File: src/common/pag_pkg.sv
`default_nettype none
package pag_pkg;

  // ****************************************************************
  // widths and depths
  // ****************************************************************
  localparam int ADDR_WIDTH  = 16;
  localparam int STACK_DEPTH = 8;
  localparam int RPT_WIDTH   = 16;

  // ****************************************************************
  // reset values and step sizes
  // ****************************************************************
  localparam logic [15:0] RESET_ADDR = 16'h0000;
  localparam logic [15:0] ZERO_WORD  = 16'h0000;
  localparam logic [15:0] STEP_ONE   = 16'h0001;
  localparam logic [15:0] STEP_TWO   = 16'h0002;

  // ****************************************************************
  // operation codes of the address generator
  // ****************************************************************
  typedef enum logic [3:0] {
    PAG_OP_NONE     = 4'h0, // hold
    PAG_OP_SEQ      = 4'h1, // sequential step
    PAG_OP_BRANCH   = 4'h2, // immediate branch
    PAG_OP_CALL     = 4'h3, // immediate call
    PAG_OP_RETURN   = 4'h4, // return via stack top
    PAG_OP_INTR     = 4'h5, // interrupt vector
    PAG_OP_BRACC    = 4'h6, // branch_to_accumulator
    PAG_OP_CALLACC  = 4'h7, // call_via_accumulator
    PAG_OP_PUSHACC  = 4'h8, // accumulator push
    PAG_OP_POPACC   = 4'h9, // accumulator pop
    PAG_OP_PUSHDATA = 4'ha, // push_data_word
    PAG_OP_POPDATA  = 4'hb, // pop_to_data_word
    PAG_OP_BLKSTART = 4'hc, // start block/table/mac instruction
    PAG_OP_RPTLOAD  = 4'hd, // repeat_instruction load
    PAG_OP_DUMMY    = 4'he  // dummy cycle
  } pag_op_type;

  // ****************************************************************
  // request carrier
  // ****************************************************************
  typedef struct packed {
    pag_op_type  op;
    logic        twoWord;  // current instruction has two words
    logic [15:0] operand;  // program_read_bus word or vector address
    logic [15:0] accLow;   // data_read_bus accumulator low half
    logic [15:0] dataWord; // data word for push_data_word
  } pag_req_type;

  // ****************************************************************
  // fsm of the block sequencer
  // ****************************************************************
  typedef enum logic [1:0] {
    PAG_ST_RUN   = 2'b00,
    PAG_ST_BLOCK = 2'b01
  } pag_state_type;

endpackage : pag_pkg
`default_nettype wire

File: src/rtl/pag_address_gen.sv
`default_nettype none
module pag_address_gen #(
  parameter int ADDR_W = pag_pkg::ADDR_WIDTH,
  parameter int RPT_W  = pag_pkg::RPT_WIDTH
) (
  input  wire logic                core_clk,
  input  wire logic                reset,
  input  wire logic                holdReq,
  input  wire logic                reqValid,
  input  wire pag_pkg::pag_req_type req,
  output logic                     reqReady,
  output logic      [ADDR_W-1:0]   programAddressBus,
  output logic      [ADDR_W-1:0]   programCounter,
  output logic      [ADDR_W-1:0]   stackTop,
  output logic      [ADDR_W-1:0]   accLowOut,
  output logic                     accLowLoad,
  output logic      [ADDR_W-1:0]   dataWriteWord,
  output logic                     dataWriteStrobe,
  output logic      [RPT_W-1:0]    repeatCounter,
  output logic                     repeatActive,
  output logic                     blockBusy
);

  // ****************************************************************
  // state
  // ****************************************************************
  typedef struct packed {
    pag_pkg::pag_state_type fsm;
    logic [ADDR_W-1:0]      pc;
    logic [ADDR_W-1:0]      addrLatch;
    logic [ADDR_W-1:0]      microStore;
    logic [RPT_W-1:0]       rptCount;
    logic                   rptArmed;
    logic                   started;
    logic [ADDR_W-1:0]      accOut;
    logic                   accLoad;
    logic [ADDR_W-1:0]      dataOut;
    logic                   dataStb;
  } pag_state_type_all_type;

  pag_state_type_all_type state_r;
  pag_state_type_all_type state_nxt;

  logic              stkPush;
  logic              stkPop;
  logic [ADDR_W-1:0] stkPushData;
  logic              take;
  logic [ADDR_W-1:0] stepSize;
  logic [ADDR_W-1:0] nextSeq;

  // ****************************************************************
  // return stack
  // ****************************************************************
  pag_return_stack #(
    .DEPTH (pag_pkg::STACK_DEPTH),
    .WIDTH (ADDR_W)
  ) u_stack (
    .core_clk (core_clk),
    .reset    (reset),
    .push     (stkPush),
    .pop      (stkPop),
    .pushData (stkPushData),
    .stackTop (stackTop)
  );

  // accept requests only once reset and hold are both gone
  assign take = reqValid && reqReady;
  assign reqReady = state_r.started && !holdReq;

  // step size for the sequential flow
  assign stepSize = req.twoWord ? pag_pkg::STEP_TWO : pag_pkg::STEP_ONE;
  assign nextSeq  = state_r.pc + stepSize;

  // ****************************************************************
  // stack control, no overflow flag exists
  // ****************************************************************
  always_comb begin
    stkPush     = 1'b0;
    stkPop      = 1'b0;
    stkPushData = nextSeq;
    if (take && state_r.fsm == pag_pkg::PAG_ST_RUN) begin
      case (req.op)
        pag_pkg::PAG_OP_CALL,
        pag_pkg::PAG_OP_CALLACC,
        pag_pkg::PAG_OP_INTR: begin
          stkPush     = 1'b1;
          stkPushData = (req.op == pag_pkg::PAG_OP_INTR) ? state_r.pc
                                                         : nextSeq;
        end
        pag_pkg::PAG_OP_PUSHACC: begin
          stkPush     = 1'b1;
          stkPushData = req.accLow;
        end
        pag_pkg::PAG_OP_PUSHDATA: begin
          stkPush     = 1'b1;
          stkPushData = req.dataWord;
        end
        pag_pkg::PAG_OP_RETURN,
        pag_pkg::PAG_OP_POPACC,
        pag_pkg::PAG_OP_POPDATA: begin
          stkPop = 1'b1;
        end
        default: begin
          stkPush = 1'b0;
        end
      endcase
    end
  end

  // ****************************************************************
  // next state
  // ****************************************************************
  always_comb begin
    state_nxt         = state_r;
    state_nxt.accLoad = 1'b0;
    state_nxt.dataStb = 1'b0;
    // fetch starts once hold drops after reset
    if (!state_r.started && !holdReq) begin
      state_nxt.started   = 1'b1;
      state_nxt.pc        = pag_pkg::RESET_ADDR;
      state_nxt.addrLatch = pag_pkg::RESET_ADDR;
    end
    if (take) begin
      case (state_r.fsm)
        pag_pkg::PAG_ST_RUN: begin
          case (req.op)
            pag_pkg::PAG_OP_SEQ: begin
              state_nxt.addrLatch = state_r.pc;
              state_nxt.pc        = nextSeq;
              if (state_r.rptArmed) begin
                state_nxt.rptArmed = 1'b0;
              end
            end
            pag_pkg::PAG_OP_BRANCH,
            pag_pkg::PAG_OP_CALL: begin
              state_nxt.addrLatch = req.operand;
              state_nxt.pc        = req.operand + pag_pkg::STEP_ONE;
            end
            pag_pkg::PAG_OP_INTR: begin
              state_nxt.addrLatch = req.operand;
              state_nxt.pc        = req.operand + pag_pkg::STEP_ONE;
            end
            pag_pkg::PAG_OP_BRACC,
            pag_pkg::PAG_OP_CALLACC: begin
              state_nxt.addrLatch = req.accLow;
              state_nxt.pc        = req.accLow + pag_pkg::STEP_ONE;
            end
            pag_pkg::PAG_OP_RETURN: begin
              state_nxt.addrLatch = stackTop;
              state_nxt.pc        = stackTop + pag_pkg::STEP_ONE;
            end
            pag_pkg::PAG_OP_POPACC: begin
              state_nxt.accOut  = stackTop;
              state_nxt.accLoad = 1'b1;
            end
            pag_pkg::PAG_OP_POPDATA: begin
              state_nxt.dataOut = stackTop;
              state_nxt.dataStb = 1'b1;
            end
            pag_pkg::PAG_OP_RPTLOAD: begin
              state_nxt.rptCount = req.operand;
              state_nxt.rptArmed = 1'b1;
            end
            pag_pkg::PAG_OP_BLKSTART: begin
              // save next fetch, then drive first operand address
              state_nxt.microStore = nextSeq;
              state_nxt.addrLatch  = req.operand;
              state_nxt.pc         = req.operand + pag_pkg::STEP_ONE;
              state_nxt.fsm        = pag_pkg::PAG_ST_BLOCK;
            end
            pag_pkg::PAG_OP_DUMMY: begin
              state_nxt.addrLatch = state_r.addrLatch;
            end
            default: begin
              state_nxt.pc = state_r.pc;
            end
          endcase
        end
        pag_pkg::PAG_ST_BLOCK: begin
          if (state_r.rptCount != pag_pkg::ZERO_WORD) begin
            // each repeat steps the first operand address
            state_nxt.addrLatch = state_r.pc;
            state_nxt.pc        = state_r.pc + pag_pkg::STEP_ONE;
            state_nxt.rptCount  = state_r.rptCount - pag_pkg::STEP_ONE;
          end else begin
            // done: restore saved fetch address from micro store
            state_nxt.addrLatch = state_r.microStore;
            state_nxt.pc        = state_r.microStore
                                  + pag_pkg::STEP_ONE;
            state_nxt.rptArmed  = 1'b0;
            state_nxt.fsm       = pag_pkg::PAG_ST_RUN;
          end
        end
        default: begin
          state_nxt.fsm = pag_pkg::PAG_ST_RUN;
        end
      endcase
    end
  end

  // register the state
  always_ff @(posedge core_clk) begin
    if (reset) begin
      state_r.fsm        <= pag_pkg::PAG_ST_RUN;
      state_r.pc         <= pag_pkg::RESET_ADDR;
      state_r.addrLatch  <= pag_pkg::RESET_ADDR;
      state_r.microStore <= pag_pkg::ZERO_WORD;
      state_r.rptCount   <= pag_pkg::ZERO_WORD;
      state_r.rptArmed   <= 1'b0;
      state_r.started    <= 1'b0;
      state_r.accOut     <= pag_pkg::ZERO_WORD;
      state_r.accLoad    <= 1'b0;
      state_r.dataOut    <= pag_pkg::ZERO_WORD;
      state_r.dataStb    <= 1'b0;
    end else begin
      state_r <= state_nxt;
    end
  end

  // ****************************************************************
  // outputs
  // ****************************************************************
  assign programAddressBus = state_r.addrLatch;
  assign programCounter    = state_r.pc;
  assign accLowOut         = state_r.accOut;
  assign accLowLoad        = state_r.accLoad;
  assign dataWriteWord     = state_r.dataOut;
  assign dataWriteStrobe   = state_r.dataStb;
  assign repeatCounter     = state_r.rptCount;
  assign repeatActive      = state_r.rptArmed;
  assign blockBusy         = (state_r.fsm == pag_pkg::PAG_ST_BLOCK);

  // ****************************************************************
  // assertions
  // ****************************************************************
  a_seq_step: assert property (
    @(posedge core_clk) disable iff (reset)
    (take && state_r.fsm == pag_pkg::PAG_ST_RUN
     && req.op == pag_pkg::PAG_OP_SEQ)
    |=> programCounter == $past(state_r.pc) + $past(stepSize))
    else $error("sequential step wrong");

  a_seq_latch: assert property (
    @(posedge core_clk) disable iff (reset)
    (take && state_r.fsm == pag_pkg::PAG_ST_RUN
     && req.op == pag_pkg::PAG_OP_SEQ)
    |=> programAddressBus == $past(state_r.pc))
    else $error("latch not at fetched address");

  a_branch_load: assert property (
    @(posedge core_clk) disable iff (reset)
    (take && state_r.fsm == pag_pkg::PAG_ST_RUN
     && req.op == pag_pkg::PAG_OP_BRANCH)
    |=> programAddressBus == $past(req.operand))
    else $error("branch target not loaded");

  a_call_push: assert property (
    @(posedge core_clk) disable iff (reset)
    (take && state_r.fsm == pag_pkg::PAG_ST_RUN
     && req.op == pag_pkg::PAG_OP_CALL)
    |=> stackTop == $past(nextSeq) && programAddressBus == $past(req.operand))
    else $error("call did not push return address");

  a_acc_branch: assert property (
    @(posedge core_clk) disable iff (reset)
    (take && state_r.fsm == pag_pkg::PAG_ST_RUN
     && req.op == pag_pkg::PAG_OP_BRACC)
    |=> programAddressBus == $past(req.accLow))
    else $error("accumulator branch wrong");

  a_acc_pop: assert property (
    @(posedge core_clk) disable iff (reset)
    (take && state_r.fsm == pag_pkg::PAG_ST_RUN
     && req.op == pag_pkg::PAG_OP_POPACC)
    |=> accLowLoad && accLowOut == $past(stackTop)
        ##1 (!accLowLoad
             || $past(stkPop && req.op == pag_pkg::PAG_OP_POPACC)))
    else $error("accumulator pop wrong");

  a_data_pop: assert property (
    @(posedge core_clk) disable iff (reset)
    (take && state_r.fsm == pag_pkg::PAG_ST_RUN
     && req.op == pag_pkg::PAG_OP_POPDATA)
    |=> dataWriteStrobe && dataWriteWord == $past(stackTop))
    else $error("data pop wrong");

  a_micro_restore: assert property (
    @(posedge core_clk) disable iff (reset)
    (take && blockBusy && repeatCounter == pag_pkg::ZERO_WORD)
    |=> !blockBusy && programAddressBus == $past(state_r.microStore))
    else $error("micro store not restored");

  a_reset_start: assert property (@(posedge core_clk)
    $fell(reset) |-> programAddressBus == pag_pkg::RESET_ADDR && !reqReady)
    else $error("fetch not started at zero");

  a_intr_push: assert property (
    @(posedge core_clk) disable iff (reset)
    (take && state_r.fsm == pag_pkg::PAG_ST_RUN
     && req.op == pag_pkg::PAG_OP_INTR)
    |=> stackTop == $past(state_r.pc)
        && programAddressBus == $past(req.operand))
    else $error("interrupt vector not taken");

  a_ret_pop: assert property (
    @(posedge core_clk) disable iff (reset)
    (take && state_r.fsm == pag_pkg::PAG_ST_RUN
     && req.op == pag_pkg::PAG_OP_RETURN)
    |=> programAddressBus == $past(stackTop))
    else $error("return address not popped");

  a_blk_save: assert property (
    @(posedge core_clk) disable iff (reset)
    (take && state_r.fsm == pag_pkg::PAG_ST_RUN
     && req.op == pag_pkg::PAG_OP_BLKSTART)
    |=> blockBusy && state_r.microStore == $past(nextSeq))
    else $error("micro store not saved");

  a_blk_step: assert property (
    @(posedge core_clk) disable iff (reset)
    (take && blockBusy && repeatCounter != pag_pkg::ZERO_WORD)
    |=> blockBusy && programAddressBus == $past(programCounter)
        && repeatCounter == $past(repeatCounter) - pag_pkg::STEP_ONE)
    else $error("repeat step wrong");

  a_dummy_hold: assert property (
    @(posedge core_clk) disable iff (reset)
    (take && state_r.fsm == pag_pkg::PAG_ST_RUN
     && req.op == pag_pkg::PAG_OP_DUMMY)
    |=> $stable(programAddressBus) && $stable(programCounter))
    else $error("dummy cycle moved the address");

  a_hold_freeze: assert property (
    @(posedge core_clk) disable iff (reset)
    holdReq |=> $stable(programCounter) && $stable(programAddressBus))
    else $error("address moved during hold");

endmodule : pag_address_gen
`default_nettype wire

File: src/rtl/pag_return_stack.sv
`default_nettype none
module pag_return_stack #(
  parameter int DEPTH = pag_pkg::STACK_DEPTH,
  parameter int WIDTH = pag_pkg::ADDR_WIDTH
) (
  input  wire logic             core_clk,
  input  wire logic             reset,
  input  wire logic             push,
  input  wire logic             pop,
  input  wire logic [WIDTH-1:0] pushData,
  output logic      [WIDTH-1:0] stackTop
);

  // ****************************************************************
  // storage
  // ****************************************************************
  typedef struct packed {
    logic [DEPTH-1:0][WIDTH-1:0] level;
  } pag_stk_state_type;

  pag_stk_state_type state_r;
  pag_stk_state_type state_nxt;

  // shift down on push, up on pop, bottom kept on pop
  always_comb begin
    state_nxt = state_r;
    if (push) begin
      state_nxt.level[0] = pushData;
      for (int i = 1; i < DEPTH; i++) begin
        state_nxt.level[i] = state_r.level[i-1];
      end
    end else if (pop) begin
      for (int i = 0; i < DEPTH - 1; i++) begin
        state_nxt.level[i] = state_r.level[i+1];
      end
    end
  end

  // register the stack
  always_ff @(posedge core_clk) begin
    if (reset) begin
      state_r <= '0;
    end else begin
      state_r <= state_nxt;
    end
  end

  assign stackTop = state_r.level[0];

  a_push_shift: assert property (
    @(posedge core_clk) disable iff (reset)
    push |=> state_r.level[DEPTH-1] == $past(state_r.level[DEPTH-2]))
    else $error("push did not shift stack down");

  a_pop_bottom: assert property (
    @(posedge core_clk) disable iff (reset)
    (pop && !push) |=> state_r.level[DEPTH-1] == $past(state_r.level[DEPTH-1])
      && state_r.level[DEPTH-2] == $past(state_r.level[DEPTH-1]))
    else $error("pop did not keep bottom entry");

endmodule : pag_return_stack
`default_nettype wire

File: config.mk
export PLATFORM = sky130hd
export DESIGN_NAME = pag_address_gen
export DESIGN_NICKNAME = d
export VERILOG_FILES = /design/src/common/pag_pkg.sv /design/src/rtl/pag_address_gen.sv /design/src/rtl/pag_return_stack.sv
export SDC_FILE = /design/constraint.sdc
export NUM_CORES = 1
export LEC_CHECK = 0
export BUFFER_PORTS_ARGS = -buffer_cell sky130_fd_sc_hd__buf_4
export CORE_MARGIN = 10
export CORE_UTILIZATION = 50
export CTS_BUF_LIST = sky130_fd_sc_hd__clkbuf_16
export DETAILED_ROUTE_END_ITERATION = 10
export PLACE_DENSITY = 0.71
export SYNTH_ARGS = -nofsm -noshare
export SYNTH_HDL_FRONTEND = slang
export SYNTH_SLANG_ARGS = --single-unit
export TNS_END_PERCENT = 1
File: constraint.sdc
create_clock -name core_clk -period 5.1 [get_ports core_clk]
set_clock_uncertainty 0.15 [all_clocks]
set_input_delay 0 -clock core_clk [delete_from_list [all_inputs] [get_ports core_clk]]
set_output_delay 0 -clock core_clk [all_outputs]
set_load 0.01 [all_outputs]
Yosys cells after proc, flatten, opt, wreduce, memory -nomap -nowiden
Cells that the tools add are included.

storage, ports and cells
  input bits = 57
  flip-flop bits (word level) = 230
  output and inout port bits = 101
  word-level logic and storage cells = 101

cells by class
  mux-type cells = 28
  equal/unequal tests = 22
  reductions and logical operators = 23
  bitwise gates (word level) = 2
  add/subtract/negate cells = 7

operator list
  kind                     count
  $mux W112                2
  $pmux W16 S5             2
  $mux W16                 6
  $add A16 B1 Y16 const B  5
  $mux W65                 1
  $mux W32                 2
  $pmux W32 S2             1
  $pmux W16 S3             1
  $pmux W17 S2             1
  $eq A4 B4 Y1 const B     7
  $add A16 B2 Y16          1
  $eq A4 B3 Y1 const B     4
  $reduce_bool A16 Y1      1
  $sub A16 B1 Y16 const B  1
  $reduce_and A3 Y1        4
  $reduce_or A3 Y1         3
  $eq A4 B2 Y1 const B     2
  $reduce_and A4 Y1        2
  $reduce_or A4 Y1         2
  $mux W1                  7
  $ne A7 B4 Y1 const B     1
  $mux W2                  3
  $ne A2 B1 Y1 const B     3
  $reduce_or A5 Y1         1
  other kinds (13)         19

Longest topological paths before layout
Gate-level depths: netlist of run 1.

  word-level depth = 7
  gate-level depth with buffers = 17
  depth with buffers taken out = 15

By module
From an unflattened synthesis of run 1, not the netlist that was laid out.

unflattened totals
  cell total of the unflattened synthesis = 1,676
  area, all modules = 13,983.4 µm²

by module, submodules not included
  module            instances  area each (µm²)  cells each  seq. area each (µm²)
  pag_address_gen   1          8,045.2          1,110       2,021.9
  pag_return_stack  1          5,938.2          566         2,562.5

Worst setup path after synthesis of run 1
Ideal clock, no wire load.

  path type = register to register
  start = register state_r, in the netlist repeatCounter[0]
  end = register state_r, in the netlist programCounter[12]
  arrival time = 3.284 ns
  setup slack = 1.607 ns
  period minus slack after synthesis = 3.493 ns
  cell stages (with the launch flop) = 17
  setup time = 0.059 ns
  cell sequence = dfxtp_1 > inv_1 > ha_1 > nor4b_2 > and2_1 > nand2_1 > buf_1 > clkbuf_1 > nand2_1 > nand2_1 > ha_1 > inv_1 > a21o_1 > nor3_1 > xor2_1 > a2111oi_0 > o31a_1

between the ends
  cells in the longest elaborated chain, start to end = 4

RTL lines
  element                 line                    text
  start, declared         pag_address_gen.sv:41   pag_state_type_all_type state_r;
  start signal, assigned  pag_address_gen.sv:216  state_r <= state_nxt;
  $reduce_bool A16 Y1     pag_address_gen.sv:180  if (state_r.rptCount != pag_pkg::ZERO_WORD) begin
  $mux W32                pag_address_gen.sv:180
  $pmux W32 S2            pag_address_gen.sv:124  case (state_r.fsm)
  $mux W65                pag_address_gen.sv:123  if (take) begin

Every way passes these cells.
A chain may end at the register's enable or synchronous reset.

Final worst setup path of run 1
  start = register state_r, in the netlist repeatCounter[0]
  end = register state_r, in the netlist repeatCounter[15]

between the ends
  cells in the longest elaborated chain, start to end = 3

RTL lines
  element                                                        line
  $sub A16 B1 Y16 / $reduce_bool A16 Y1 (equally long branches)  pag_address_gen.sv:184, pag_address_gen.sv:180
  $mux W16 / $ne A2 B1 Y1 (equally long branches)                -
  $pmux W17 S2 / $reduce_and A4 Y1 (equally long branches)       -

Several ways; a longest one is shown, not always the timed one. The select of a mux whose other input is x is not followed.

==> results of run 1 <==
## synthesized netlist by cell type, types with 12 or more instances
library cell	n
sky130_fd_sc_hd__xor2_1	14
sky130_fd_sc_hd__o211ai_1	24
sky130_fd_sc_hd__a31oi_1	27
sky130_fd_sc_hd__nand2_1	298
sky130_fd_sc_hd__buf_4	101
sky130_fd_sc_hd__a21o_1	12
sky130_fd_sc_hd__a221o_1	21
sky130_fd_sc_hd__nand3_1	30
sky130_fd_sc_hd__inv_1	15
sky130_fd_sc_hd__dfxtp_1	229
sky130_fd_sc_hd__mux2i_1	27
sky130_fd_sc_hd__clkbuf_1	114
sky130_fd_sc_hd__xnor2_1	31
sky130_fd_sc_hd__a21oi_1	200
sky130_fd_sc_hd__o221ai_1	74
sky130_fd_sc_hd__a311oi_1	16
sky130_fd_sc_hd__nand4_1	13
sky130_fd_sc_hd__nor2_1	120
sky130_fd_sc_hd__a211oi_1	26
sky130_fd_sc_hd__a221oi_1	33
sky130_fd_sc_hd__buf_2	23
sky130_fd_sc_hd__o21ai_0	74
sky130_fd_sc_hd__nor3_1	26
## state kept, by name, summed over array words and instances (netlist names)
register           flops
u_stack.state_r      112
state_r               18
accLowOut             16
dataWriteWord         16
programAddressBus     16
programCounter        16
repeatCounter         16
u_stack.stackTop      16
accLowLoad             1
dataWriteStrobe        1
repeatActive           1
## final timing paths
| kind | from | to | depth (start not counted) |
|---|---|---|---|
| setup / recovery | repeatCounter[0] | repeatCounter[15] | 12 |
| setup reg to reg | repeatCounter[0] | repeatCounter[15] | 12 |
| hold reg to reg | programAddressBus[4] | programAddressBus[4] | 2 |
| hold / removal | req[3] | u_stack.stackTop[3] | 5 |
## layer usage
metal	GRT usage	wire [um]
met2	0.446	22600
met5	0	0
met3	0.0423	3690
met4	0.186	3510
met1	0.347	19800
## power breakdown
| part | switching, mW | leakage, nW | internal (mW) |
|---|---|---|---|
| registers | 0.0206 | 1.85 | 1.80 |
| clock network | 0.779 | 0.416 | 1.03 |
| logic | 0.297 | 3.05 | 0.160 |
## stage by stage
step	hold slack, ps	util	std cells	setup slack [ps]	cell area (sq um)
3_5_place_dp	67.7	0.531	2003	1390	13900
6_report	44.5	0.587	2118	905	15400
3_3_place_gp	64.1	0.531	2003	1480	13900
2_1_floorplan	-96.5	-	1732	1610	13400
4_1_cts	1.00	0.587	2117	1050	15400
5_1_grt	57.4	0.587	2117	603	15400
## kinds of logic after synthesis
group / synth area share
buffers and inverters: 0.106
XOR/XNOR: 0.0294
AND/OR/NAND/NOR: 0.196
adder cells (fa/ha/maj): 0.00615
AO/OA/AOI/OAI: 0.289
flip-flops: 0.342
multiplexers: 0.0310
## critical path: stages (launching register included)
cell and delay (ps):
sky130_fd_sc_hd__dfxtp_1 340, sky130_fd_sc_hd__inv_1 80, sky130_fd_sc_hd__ha_1 200, sky130_fd_sc_hd__nor4b_2 400, sky130_fd_sc_hd__and2_1 320, sky130_fd_sc_hd__nand2_1 80
sky130_fd_sc_hd__buf_4 230, sky130_fd_sc_hd__a21oi_1 1000, sky130_fd_sc_hd__nor2_1 60, sky130_fd_sc_hd__mux2_2 300, sky130_fd_sc_hd__a222oi_1 250, sky130_fd_sc_hd__nor2_1 70
sky130_fd_sc_hd__dlygate4sd3_1 590
## layout make-up
cell class,instances,area [sq um]
fillers,2348,10800
inverters,16,60.1
clock inverters,22,168
well taps,335,419
multi-input cells,1240,7460
repair buffers,249,2050
clock buffers,26,651
diodes,1,2.50
flip-flops and latches,229,4590
==> reports/summary.json, run 1 <==
{
  "worst_slew_pin_slew": {"value": 1280, "unit": "ps"},
  "placement.io_buffers": {"value": 157},
  "postSynth.topFlopCell": {"value": "sky130_fd_sc_hd__dfxtp_1"},
  "post-synth-top-area-fraction": {"value": 0.342},
  "min-delay-path-class": {"value": "input port to flip-flop"},
  "post-synth-top-area-cell": {"value": "sky130_fd_sc_hd__dfxtp_1"},
  "netlist_area": {"value": 13400, "unit": "sq um"},
  "mostFrequentLayoutCells": {"value": "298 x sky130_fd_sc_hd__nand2_1, 228 x sky130_fd_sc_hd__dfxtp_1, 200 x sky130_fd_sc_hd__a21oi_1"},
  "finish.net_count": {"value": 1825},
  "slew_violations": {"value": 0},
  "largest_net_degree_at_the_start_of_global_routing": {"value": 77},
  "reg2reg_setup_slack": {"value": 910, "unit": "ps"},
  "place.detailed.hpwl": {"value": 34.5, "unit": "mm"},
  "worst_skew_pair.late_latency": {"value": 530, "unit": "ps"},
  "antenna_violating_nets_post_route": {"value": 0},
  "total_power": {"value": 4.09, "unit": "mW"},
  "clk_root_buffer_cell": {"value": "sky130_fd_sc_hd__clkbuf_16"},
  "tritoncts": {"value": "done"},
  "area_growth": {"value": 14.7, "unit": "%"},
  "synth.distinct_cells": {"value": 81},
  "synthesis.yosys.warnings": {"value": 0},
  "first_global_vias": {"value": 12426},
  "post_route_cells_drive_above_1_share": {"value": 0.148},
  "number_of_antenna_violations_at_the_first_check_in_global_routing": {"value": 0},
  "clock_transition_at_the_register_clock_pins_on_the_worst_setup_and_hold_paths_after_cts": {"value": 60, "unit": "ps"},
  "pwr_density_cell": {"value": 266, "unit": "nW/um^2"},
  "critical_path_arrival": {"value": 4460, "unit": "ps"},
  "remaining_routing_drc_violations": {"value": 0},
  "max-cap-violations": {"value": 0},
  "pin_count": {"value": 158},
  "synth_fp_nets": {"value": 1795},
  "leakagePower": {"value": 5.32, "unit": "nW"},
  "postCtsHoldBufs": {"value": 66},
  "critPathLaunchType": {"value": "flip-flop"},
  "deepest_clock_path_buffer_count": {"value": 3},
  "track_usage": {"value": 0.280},
  "setup-tns-final": {"value": 0, "unit": "ps"},
  "number_of_enable_flip_flop_cells_after_synthesis": {"value": 0},
  "path_class": {"value": "flip-flop to flip-flop"},
  "final.period_utilization": {"value": 0.822},
  "postCtsSetupRepairBufs": {"value": 0},
  "cts_htree_levels": {"value": 1},
  "relSlewSlack": {"value": 0.143},
  "floorplan.initialDensity": {"value": 0.512},
  "detailroute.via_count": {"value": 13734},
  "finalSetupViolCount": {"value": 0},
  "die_x": {"value": 184, "unit": "um"},
  "post_cts_resize_count": {"value": 0},
  "post_drt_wl_per_cell": {"value": 23.4, "unit": "um"},
  "gpl.final_weighted_congestion": {"value": 1.03},
  "finalHoldViolations": {"value": 0},
  "grt_first_pass_wirelength": {"value": 75.4, "unit": "mm"},
  "synth_area_leaders": {"value": "sky130_fd_sc_hd__dfxtp_1 34%, sky130_fd_sc_hd__nand2_1 8.3%, sky130_fd_sc_hd__a21oi_1 7.5%"},
  "fmax": {"value": 0.238, "unit": "GHz"},
  "cts.sink_count": {"value": 229},
  "core_box_area": {"value": 26200, "unit": "sq um"},
  "dr.pass1.iters": {"value": 6},
  "global_route.overflow_total": {"value": 0},
  "timing.critical_path.to_type": {"value": "flip-flop"},
  "viasPerCell": {"value": 6.48},
  "rsz0062_at_grt": {"value": "false"},
  "starting_drt_drc_count": {"value": 1720},
  "synth-seq-area-share": {"value": 0.342},
  "post_synthesis_cells": {"value": 1732},
  "worstPathMaxFanout": {"value": 23},
  "design.die.area": {"value": 33800, "unit": "sq um"},
  "wl_final": {"value": 49.7, "unit": "mm"},
  "outcome": {"value": "finished, final reports clean"},
  "synthesis.area_per_instance": {"value": 7.75, "unit": "sq um"},
  "synth-async-reset-ratio": {"value": 0},
  "core.rowCount": {"value": 59},
  "fin_crit": {"value": 4190, "unit": "ps"},
  "crit_required": {"value": 5370, "unit": "ps"},
  "dieHeight": {"value": 184, "unit": "um"},
  "worst_ir_drop_vdd": {"value": 0.226, "unit": "mV"},
  "layout.cells.most_common": {"value": "sky130_fd_sc_hd__nand2_1"},
  "synth.ff_latch_count": {"value": 229},
  "cts-buffers-inserted": {"value": 26}
}
Note: power is estimated with default switching activity, not from simulation.
==> run 2: changes to the inputs <==
--- a/config.mk
+++ b/config.mk
@@ -5,6 +5,7 @@
 export SDC_FILE = /design/constraint.sdc
 export NUM_CORES = 1
 export LEC_CHECK = 0
+export ABC_AREA = 1
 export BUFFER_PORTS_ARGS = -buffer_cell sky130_fd_sc_hd__buf_4
 export CORE_MARGIN = 10
 export CORE_UTILIZATION = 50
==> constraint.sdc (replaced) <==
create_clock -name core_clk -period 4.1 [get_ports core_clk]
set_clock_uncertainty 0.15 [all_clocks]
set_input_delay 0 -clock core_clk [delete_from_list [all_inputs] [get_ports core_clk]]
set_output_delay 0 -clock core_clk [all_outputs]
set_load 0.01 [all_outputs]
==> reports/summary.json, run 2 <==
{
  "reg2reg_setup_slack": {"value": 520, "unit": "ps"},
  "worst_slack": {"value": 522, "unit": "ps"},
  "slew_violations": {"value": 0},
  "gpl.final_weighted_congestion": {"value": 1.03},
  "design.die.area": {"value": 32200, "unit": "sq um"},
  "post_drt_wl_per_cell": {"value": 21.4, "unit": "um"},
  "synth_simple_gate_area_share": {"value": 0.186},
  "detailroute.via_count": {"value": 13416},
  "path_class": {"value": "flip-flop to flip-flop"},
  "core.rowCount": {"value": 58},
  "synthesis.yosys.warnings": {"value": 0},
  "dp_cells": {"value": 2151},
  "final.period_utilization": {"value": 0.873},
  "track_usage": {"value": 0.280},
  "worst_skew_pair.late_latency": {"value": 560, "unit": "ps"},
  "cp_top_family": {"value": "buffers and inverters"},
  "critical_path.reg2reg.endpoint": {"value": "u_stack.stackTop[4]"},
  "finalSetupViolCount": {"value": 0},
  "synth_area_leaders": {"value": "sky130_fd_sc_hd__dfxtp_1 36%, sky130_fd_sc_hd__a21oi_1 9.7%, sky130_fd_sc_hd__nand2_1 9.3%"},
  "hold-path-cell-count": {"value": 5},
  "grt_first_pass_wirelength": {"value": 73.8, "unit": "mm"},
  "synth-seq-area-share": {"value": 0.360},
  "most_instantiated_library_cell_after_synthesis": {"value": "sky130_fd_sc_hd__nand2_1"},
  "place_worst_setup_slack": {"value": 827, "unit": "ps"},
  "relSlewSlack": {"value": 0.443},
  "wl_final": {"value": 48.4, "unit": "mm"},
  "floorplan.initialDensity": {"value": 0.507},
  "post_cts_resize_count": {"value": 0},
  "starting_drt_drc_count": {"value": 1510},
  "pin_count": {"value": 158},
  "rsz0062_at_grt": {"value": "false"},
  "clock_transition_at_the_register_clock_pins_on_the_worst_setup_and_hold_paths_after_cts": {"value": 70, "unit": "ps"},
  "fin_crit": {"value": 3580, "unit": "ps"},
  "area_growth": {"value": 16.6, "unit": "%"},
  "dr.pass1.iters": {"value": 6},
  "largest_net_degree_at_the_start_of_global_routing": {"value": 133},
  "largestRegisters": {"value": "u_stack.state_r x112, state_r x18"},
  "final.hold.worst_slack": {"value": 38.1, "unit": "ps"},
  "worst_slew_pin_slew": {"value": 835, "unit": "ps"},
  "timing.critical_path.slowest_stage_cell": {"value": "sky130_fd_sc_hd__dlygate4sd3_1"},
  "synth-compound-area-share": {"value": 0.299},
  "registers.top_by_ff_count": {"value": "u_stack.state_r"},
  "placement.io_buffers": {"value": 157},
  "mostFrequentLayoutCells": {"value": "315 x sky130_fd_sc_hd__nand2_1, 247 x sky130_fd_sc_hd__a21oi_1, 229 x sky130_fd_sc_hd__dfxtp_1"},
  "number_of_antenna_violations_at_the_first_check_in_global_routing": {"value": 0},
  "post-synth-top-area-fraction": {"value": 0.360},
  "worst_r2r_path_depth": {"value": 11},
  "synth_fp_nets": {"value": 1918},
  "fmax": {"value": 0.279, "unit": "GHz"},
  "num-fill-cells": {"value": 2422},
  "cts_htree_levels": {"value": 1},
  "synthMuxAreaShare": {"value": 0},
  "die_x": {"value": 180, "unit": "um"},
  "cts-buffers-inserted": {"value": 26},
  "place.detailed.hpwl": {"value": 34.8, "unit": "mm"},
  "post-synth-top-area-cell": {"value": "sky130_fd_sc_hd__dfxtp_1"},
  "finalHoldViolations": {"value": 0},
  "synth-async-reset-ratio": {"value": 0},
  "antenna-diode-count": {"value": 0},
  "remaining_routing_drc_violations": {"value": 0},
  "dieHeight": {"value": 180, "unit": "um"},
  "synth_fa_ha_area_frac": {"value": 0.00649},
  "final_cell_count_no_fill": {"value": 2255},
  "synth.ff_latch_count": {"value": 229},
  "clk_root_buffer_cell": {"value": "sky130_fd_sc_hd__clkbuf_16"},
  "pwr_density_cell": {"value": 363, "unit": "nW/um^2"},
  "deepest_clock_path_buffer_count": {"value": 3},
  "hold_path_end": {"value": "u_stack.stackTop[10]"},
  "postCtsHoldBufs": {"value": 56},
  "critPathLaunchType": {"value": "flip-flop"},
  "synthesis.area_per_instance": {"value": 6.86, "unit": "sq um"},
  "layout.cells.most_common": {"value": "sky130_fd_sc_hd__nand2_1"},
  "postCtsSetupRepairBufs": {"value": 0},
  "first_global_vias": {"value": 12090},
  "multi_input_comb_area": {"value": 6400, "unit": "sq um"},
  "finish.net_count": {"value": 1968},
  "cts.sink_count": {"value": 229},
  "post_synthesis_cells": {"value": 1855},
  "max_ffs_per_register": {"value": 112},
  "synth.distinct_cells": {"value": 46},
  "timing.critical_path.cells": {"value": "inv_1 -> nor2_1 -> nand2_1 -> nor2_1 -> inv_1 -> nor2_4 -> buf_12 -> o211ai_1 -> dlygate4sd3_1 -> o221ai_1 -> a21oi_1"},
  "core_box_area": {"value": 25100, "unit": "sq um"},
  "setup-tns-final": {"value": 0, "unit": "ps"},
  "leakagePower": {"value": 5.84, "unit": "nW"},
  "viasPerCell": {"value": 5.95},
  "reg2reg_launch_point": {"value": "state_r[34]"},
  "netlist_area": {"value": 12700, "unit": "sq um"},
  "ys_top_cells_by_count": {"value": "315 x sky130_fd_sc_hd__nand2_1, 247 x sky130_fd_sc_hd__a21oi_1, 229 x sky130_fd_sc_hd__dfxtp_1"},
  "timing.critical_path.to_type": {"value": "flip-flop"},
  "synth_xor_area_frac": {"value": 0.00963},
  "critical_path_arrival": {"value": 3840, "unit": "ps"},
  "max-cap-violations": {"value": 0},
  "crit_required": {"value": 4360, "unit": "ps"},
  "min-delay-path-class": {"value": "input port to flip-flop"},
  "outcome": {"value": "finished, final reports clean"},
  "post_route_cells_drive_above_1_share": {"value": 0.142},
  "regArea": {"value": 4580, "unit": "sq um"},
  "antenna_violating_nets_post_route": {"value": 0},
  "hold_path.startpoint": {"value": "req[26]"},
  "worstPathMaxFanout": {"value": 132},
  "worst_ir_drop_vdd": {"value": 0.355, "unit": "mV"},
  "number_of_enable_flip_flop_cells_after_synthesis": {"value": 0},
  "timing.critical_path.buf_inv": {"value": 4},
  "tritoncts": {"value": "done"},
  "synth_top_family_by_area": {"value": "compound AO/OA/AOI/OAI gates"},
  "global_route.overflow_total": {"value": 0},
  "crit_path_max_incr_delay": {"value": 610, "unit": "ps"},
  "postSynth.topFlopCell": {"value": "sky130_fd_sc_hd__dfxtp_1"}
}
run 2: cell count changes after synthesis, sizes merged, moves of 21 or more:
cell | before | now
mux2i | 27 | 0
o221ai | 74 | 32
a211oi | 26 | 1
o22ai | 5 | 75
a221oi | 33 | 1
a21oi | 202 | 248
o21ai | 78 | 229
xnor2 | 31 | 0
nand3 | 30 | 83
a221o | 22 | 0
inv | 15 | 138
nand2 | 298 | 319
run 2: area by class of cell:
| class | instances | area share |
|---|---|---|
| Sequential cell | 229 | 0.309 |
| Tap cell | 330 | 0.0278 |
| Clock inverter | 22 | 0.0166 |
| Clock buffer | 26 | 0.0438 |
| Multi-Input combinational cell | 1261 | 0.431 |
| Timing Repair Buffer | 246 | 0.136 |
| Inverter | 141 | 0.0359 |
run 2: stage by stage:
stage	area, sq um	utilization	power, mW
after global routing	14800	0.591	5.55
after floorplan	12700	-	2.71
after global placement	13400	0.533	2.95
after CTS	14800	0.591	5.39
after detailed placement	13400	0.533	2.95
final	14800	0.591	5.39
run 2: power by group:
| part | total [mW] | internal [mW] | switching, mW |
|---|---|---|---|
| Sequential | 2.32 | 2.27 | 0.0464 |
| Combinational | 0.642 | 0.212 | 0.431 |
| Clock | 2.43 | 1.42 | 1.01 |
run 2: per-layer routing:
metal	GRT usage	share of wire	wire length [um]	vias to the layer above
met5	0	0	0	-
met4	0.107	0.043	2070	0
met3	0.0522	0.079	3830	114
met2	0.442	0.45	21600	608
met1	0.373	0.43	20800	6252
li1	-	-	-	6442
run 2: worst max-delay path by stage:
stage | from | to | cells past startpoint
after floorplan | repeatCounter[0] | programCounter[8] | 20
after global placement | repeatCounter[0] | programCounter[12] | 20
after detailed placement | repeatCounter[0] | programCounter[12] | 20
after CTS | state_r[34] | u_stack.stackTop[7] | 11
after global routing | repeatCounter[0] | programCounter[8] | 20
final | state_r[34] | u_stack.stackTop[4] | 11
run 2: kinds of logic after synthesis:
group | count (synthesis)
AO/OA/AOI/OAI | 675
XOR/XNOR | 14
adder cells (fa/ha/maj) | 6
buffers and inverters | 365
flip-flops | 229
AND/OR/NAND/NOR | 566
run 2: tightest hold or removal path, stage by stage:
cell and delay, ps:
sky130_fd_sc_hd__buf_4 130, sky130_fd_sc_hd__inv_1 160, sky130_fd_sc_hd__o2111ai_1 210, sky130_fd_sc_hd__o211ai_1 130
sky130_fd_sc_hd__a21oi_1 70
==> run 3: changes to the inputs <==
--- a/config.mk
+++ b/config.mk
@@ -14,5 +14,6 @@
 export PLACE_DENSITY = 0.71
 export SYNTH_ARGS = -nofsm -noshare
 export SYNTH_HDL_FRONTEND = slang
+export SYNTH_HIERARCHICAL = 1
 export SYNTH_SLANG_ARGS = --single-unit
 export TNS_END_PERCENT = 1
==> reports/summary.json, run 3 <==
{
  "met1_length": {"value": 22.5, "unit": "mm"},
  "synth_area_leaders": {"value": "sky130_fd_sc_hd__dfxtp_1 33%, sky130_fd_sc_hd__nand2_1 15%, sky130_fd_sc_hd__nand3_1 11%"},
  "worst_r2r_path_depth": {"value": 15},
  "cts-buffers-inserted": {"value": 25},
  "tritoncts": {"value": "done"},
  "synth.ff_latch_count": {"value": 229},
  "detailroute.via_count": {"value": 14705},
  "final.period_utilization": {"value": 0.900},
  "max-cap-violations": {"value": 0},
  "num-fill-cells": {"value": 2711},
  "postSynth.topFlopCell": {"value": "sky130_fd_sc_hd__dfxtp_1"},
  "wl_final": {"value": 50.3, "unit": "mm"},
  "post-synth-top-area-fraction": {"value": 0.329},
  "fmax": {"value": 0.271, "unit": "GHz"},
  "placement.io_buffers": {"value": 157},
  "largest_net_degree_at_the_start_of_global_routing": {"value": 130},
  "synthesis.area_per_instance": {"value": 6.41, "unit": "sq um"},
  "synth-seq-area-share": {"value": 0.329},
  "pin_count": {"value": 158},
  "timing.critical_path.to_type": {"value": "flip-flop"},
  "first_global_vias": {"value": 13485},
  "fin_util": {"value": 0.571},
  "mostFrequentLayoutCells": {"value": "568 x sky130_fd_sc_hd__nand2_1, 310 x sky130_fd_sc_hd__nand3_1, 249 x sky130_fd_sc_hd__inv_1"},
  "worst_skew_pair.late_latency": {"value": 560, "unit": "ps"},
  "viasPerCell": {"value": 5.63},
  "route.met3.wl": {"value": 4.55, "unit": "mm"},
  "gpl.final_weighted_congestion": {"value": 1.01},
  "global_route.overflow_total": {"value": 0},
  "critical_path.reg2reg.endpoint": {"value": "repeatCounter[9]"},
  "dr.pass1.iters": {"value": 6},
  "synth-async-reset-ratio": {"value": 0},
  "critPathLaunchType": {"value": "flip-flop"},
  "crit_required": {"value": 4400, "unit": "ps"},
  "starting_drt_drc_count": {"value": 1947},
  "slew_violations": {"value": 0},
  "synth_fp_nets": {"value": 2239},
  "number_of_antenna_violations_at_the_first_check_in_global_routing": {"value": 1},
  "worstPathMaxFanout": {"value": 25},
  "postCtsSetupRepairBufs": {"value": 0},
  "design.die.area": {"value": 35000, "unit": "sq um"},
  "dr.max_layer_used": {"value": "met4"},
  "clock_transition_at_the_register_clock_pins_on_the_worst_setup_and_hold_paths_after_cts": {"value": 60, "unit": "ps"},
  "cts.sink_count": {"value": 229},
  "fin_crit": {"value": 3690, "unit": "ps"},
  "final.hold.worst_slack": {"value": 7.80, "unit": "ps"},
  "hold_path_end": {"value": "u_stack/stackTop[1]"},
  "ys_top_cells_by_count": {"value": "568 x sky130_fd_sc_hd__nand2_1, 310 x sky130_fd_sc_hd__nand3_1, 247 x sky130_fd_sc_hd__inv_1"},
  "relSlewSlack": {"value": 0.324},
  "area_growth": {"value": 13.1, "unit": "%"},
  "hold_path.startpoint": {"value": "req[1]"},
  "timing.critical_path.slowest_stage_cell": {"value": "sky130_fd_sc_hd__a21oi_2"},
  "netlist_area": {"value": 14000, "unit": "sq um"},
  "pwr_density_cell": {"value": 332, "unit": "nW/um^2"},
  "path_class": {"value": "flip-flop to flip-flop"},
  "cp_top_family": {"value": "compound AO/OA/AOI/OAI gates"},
  "clk_root_buffer_cell": {"value": "sky130_fd_sc_hd__clkbuf_16"},
  "track_usage": {"value": 0.276},
  "finish.net_count": {"value": 2280},
  "post_drt_wl_per_cell": {"value": 19.2, "unit": "um"},
  "leakagePower": {"value": 7.66, "unit": "nW"},
  "remaining_routing_drc_violations": {"value": 0},
  "worst_ir_drop_vdd": {"value": 0.438, "unit": "mV"},
  "finalHoldViolations": {"value": 0},
  "reg2reg_setup_slack": {"value": 410, "unit": "ps"},
  "layout.cells.most_common": {"value": "sky130_fd_sc_hd__nand2_1"},
  "place.detailed.hpwl": {"value": 35.8, "unit": "mm"},
  "postCtsHoldBufs": {"value": 55},
  "post_cts_resize_count": {"value": 0},
  "worst_slew_pin_slew": {"value": 1010, "unit": "ps"},
  "setup-tns-final": {"value": 0, "unit": "ps"},
  "max_ffs_per_register": {"value": 112},
  "core_box_area": {"value": 27600, "unit": "sq um"},
  "post_synthesis_cells": {"value": 2176},
  "dieHeight": {"value": 187, "unit": "um"},
  "reg2reg_launch_point": {"value": "repeatCounter[0]"},
  "min-delay-path-class": {"value": "input port to flip-flop"},
  "cts_htree_levels": {"value": 1},
  "critical_path_arrival": {"value": 3990, "unit": "ps"},
  "most_instantiated_library_cell_after_synthesis": {"value": "sky130_fd_sc_hd__nand2_1"},
  "die_x": {"value": 187, "unit": "um"},
  "registers.top_by_ff_count": {"value": "u_stack/state_r"},
  "timing.critical_path.cells": {"value": "inv_1 -> ha_1 -> nand2_2 -> nor2_4 -> nand2_4 -> nor2_8 -> nand2_4 -> nand2_1 -> a21oi_2 -> inv_1 -> a21oi_1 -> o21ai_0 -> nand2_1 -> a21oi_1 -> dlygate4sd3_1"},
  "grt_first_pass_wirelength": {"value": 78.6, "unit": "mm"},
  "core.rowCount": {"value": 61},
  "crit_path_max_incr_delay": {"value": 610, "unit": "ps"},
  "antenna_violating_nets_post_route": {"value": 0},
  "total_power": {"value": 5.25, "unit": "mW"},
  "largestRegisters": {"value": "u_stack/state_r x112, state_r x18"},
  "finalSetupViolCount": {"value": 0},
  "rsz0062_at_grt": {"value": "false"},
  "outcome": {"value": "finished, final reports clean"},
  "floorplan.initialDensity": {"value": 0.505},
  "multi_input_comb_area": {"value": 6970, "unit": "sq um"},
  "post-synth-top-area-cell": {"value": "sky130_fd_sc_hd__dfxtp_1"},
  "post_route_cells_drive_above_1_share": {"value": 0.114},
  "routed-wl-met2": {"value": 21.3, "unit": "mm"},
  "hold-path-cell-count": {"value": 7},
  "synth.distinct_cells": {"value": 48},
  "synthesis.yosys.warnings": {"value": 6},
  "timing.critical_path.buf_inv": {"value": 3},
  "number_of_enable_flip_flop_cells_after_synthesis": {"value": 0},
  "deepest_clock_path_buffer_count": {"value": 3},
  "regArea": {"value": 4580, "unit": "sq um"}
}
## run 3: changes by cell type in the layout (fill, tap and decap cells not counted), sizes merged, moves of 35 or more
cell and delta:
nand2 +257, nand3 +228, a21oi -125, inv +117, o21ai -77, o22ai -54
nor2 +35
## run 3: kinds of logic (layout without fill, tap and decap cells)
logic type | Yosys count | count (layout) | synth area share
AO/OA/AOI/OAI | 372 | 372 | 0.154
buffers and inverters | 478 | 536 | 0.172
XOR/XNOR | 13 | 13 | 0.00816
flip-flops | 229 | 229 | 0.329
other | 0 | 1 | 0
AND/OR/NAND/NOR | 1078 | 1078 | 0.331
adder cells (fa/ha/maj) | 6 | 6 | 0.00592
## run 3: metrics by stage
stage                     cell area, sq um  instances  worst slack, ps
after floorplan                      14000       2176             1550
after global routing                 15800       2613             56.4
final                                15800       2613              412
after global placement               14400       2513              860
after detailed placement             14400       2513              910
after CTS                            15800       2612              487
## run 3: worst min-delay path, delay by kind of cell
| family | cells | cell delay, ps |
|---|---|---|
| AOI/OAI and AO/OA | 2 | 320 |
| buffers and inverters | 2 | 140 |
| and+or+nand+nor | 3 | 210 |
## run 3: worst max-delay path by stage
stage | start | endpoint | depth (start not counted)
2_1_floorplan | state_r[34] | u_stack/stackTop[0] | 16
3_3_place_gp | state_r[34] | programCounter[7] | 10
3_5_place_dp | state_r[34] | programCounter[7] | 10
4_1_cts | repeatCounter[0] | repeatCounter[9] | 15
5_1_grt | repeatCounter[0] | repeatCounter[9] | 15
6_report | repeatCounter[0] | repeatCounter[9] | 15
## run 3: power by group
group          leakage, nW  internal (mW)  total [mW]  switching (mW)
registers             1.85           2.24        2.27          0.0286
logic                 5.38          0.185       0.565           0.380
clock network        0.430           1.42        2.41           0.986
## run 3: final cells by class
cell class,instances,area share
timing repair buffer,236,0.123
clock buffer,25,0.0396
tap,378,0.0300
sequential,229,0.291
antenna,1,0.000159
clock inverter,19,0.0144
inverter,256,0.0612
multi-input combinational,1469,0.442
## run 3: per-layer routing
layer / GRT usage / vias to the layer above
li1: - / 7049
met1: 0.389 / 6820
met2: 0.413 / 717
met3: 0.0468 / 119
met4: 0.0977 / 0
met5: 0 / -
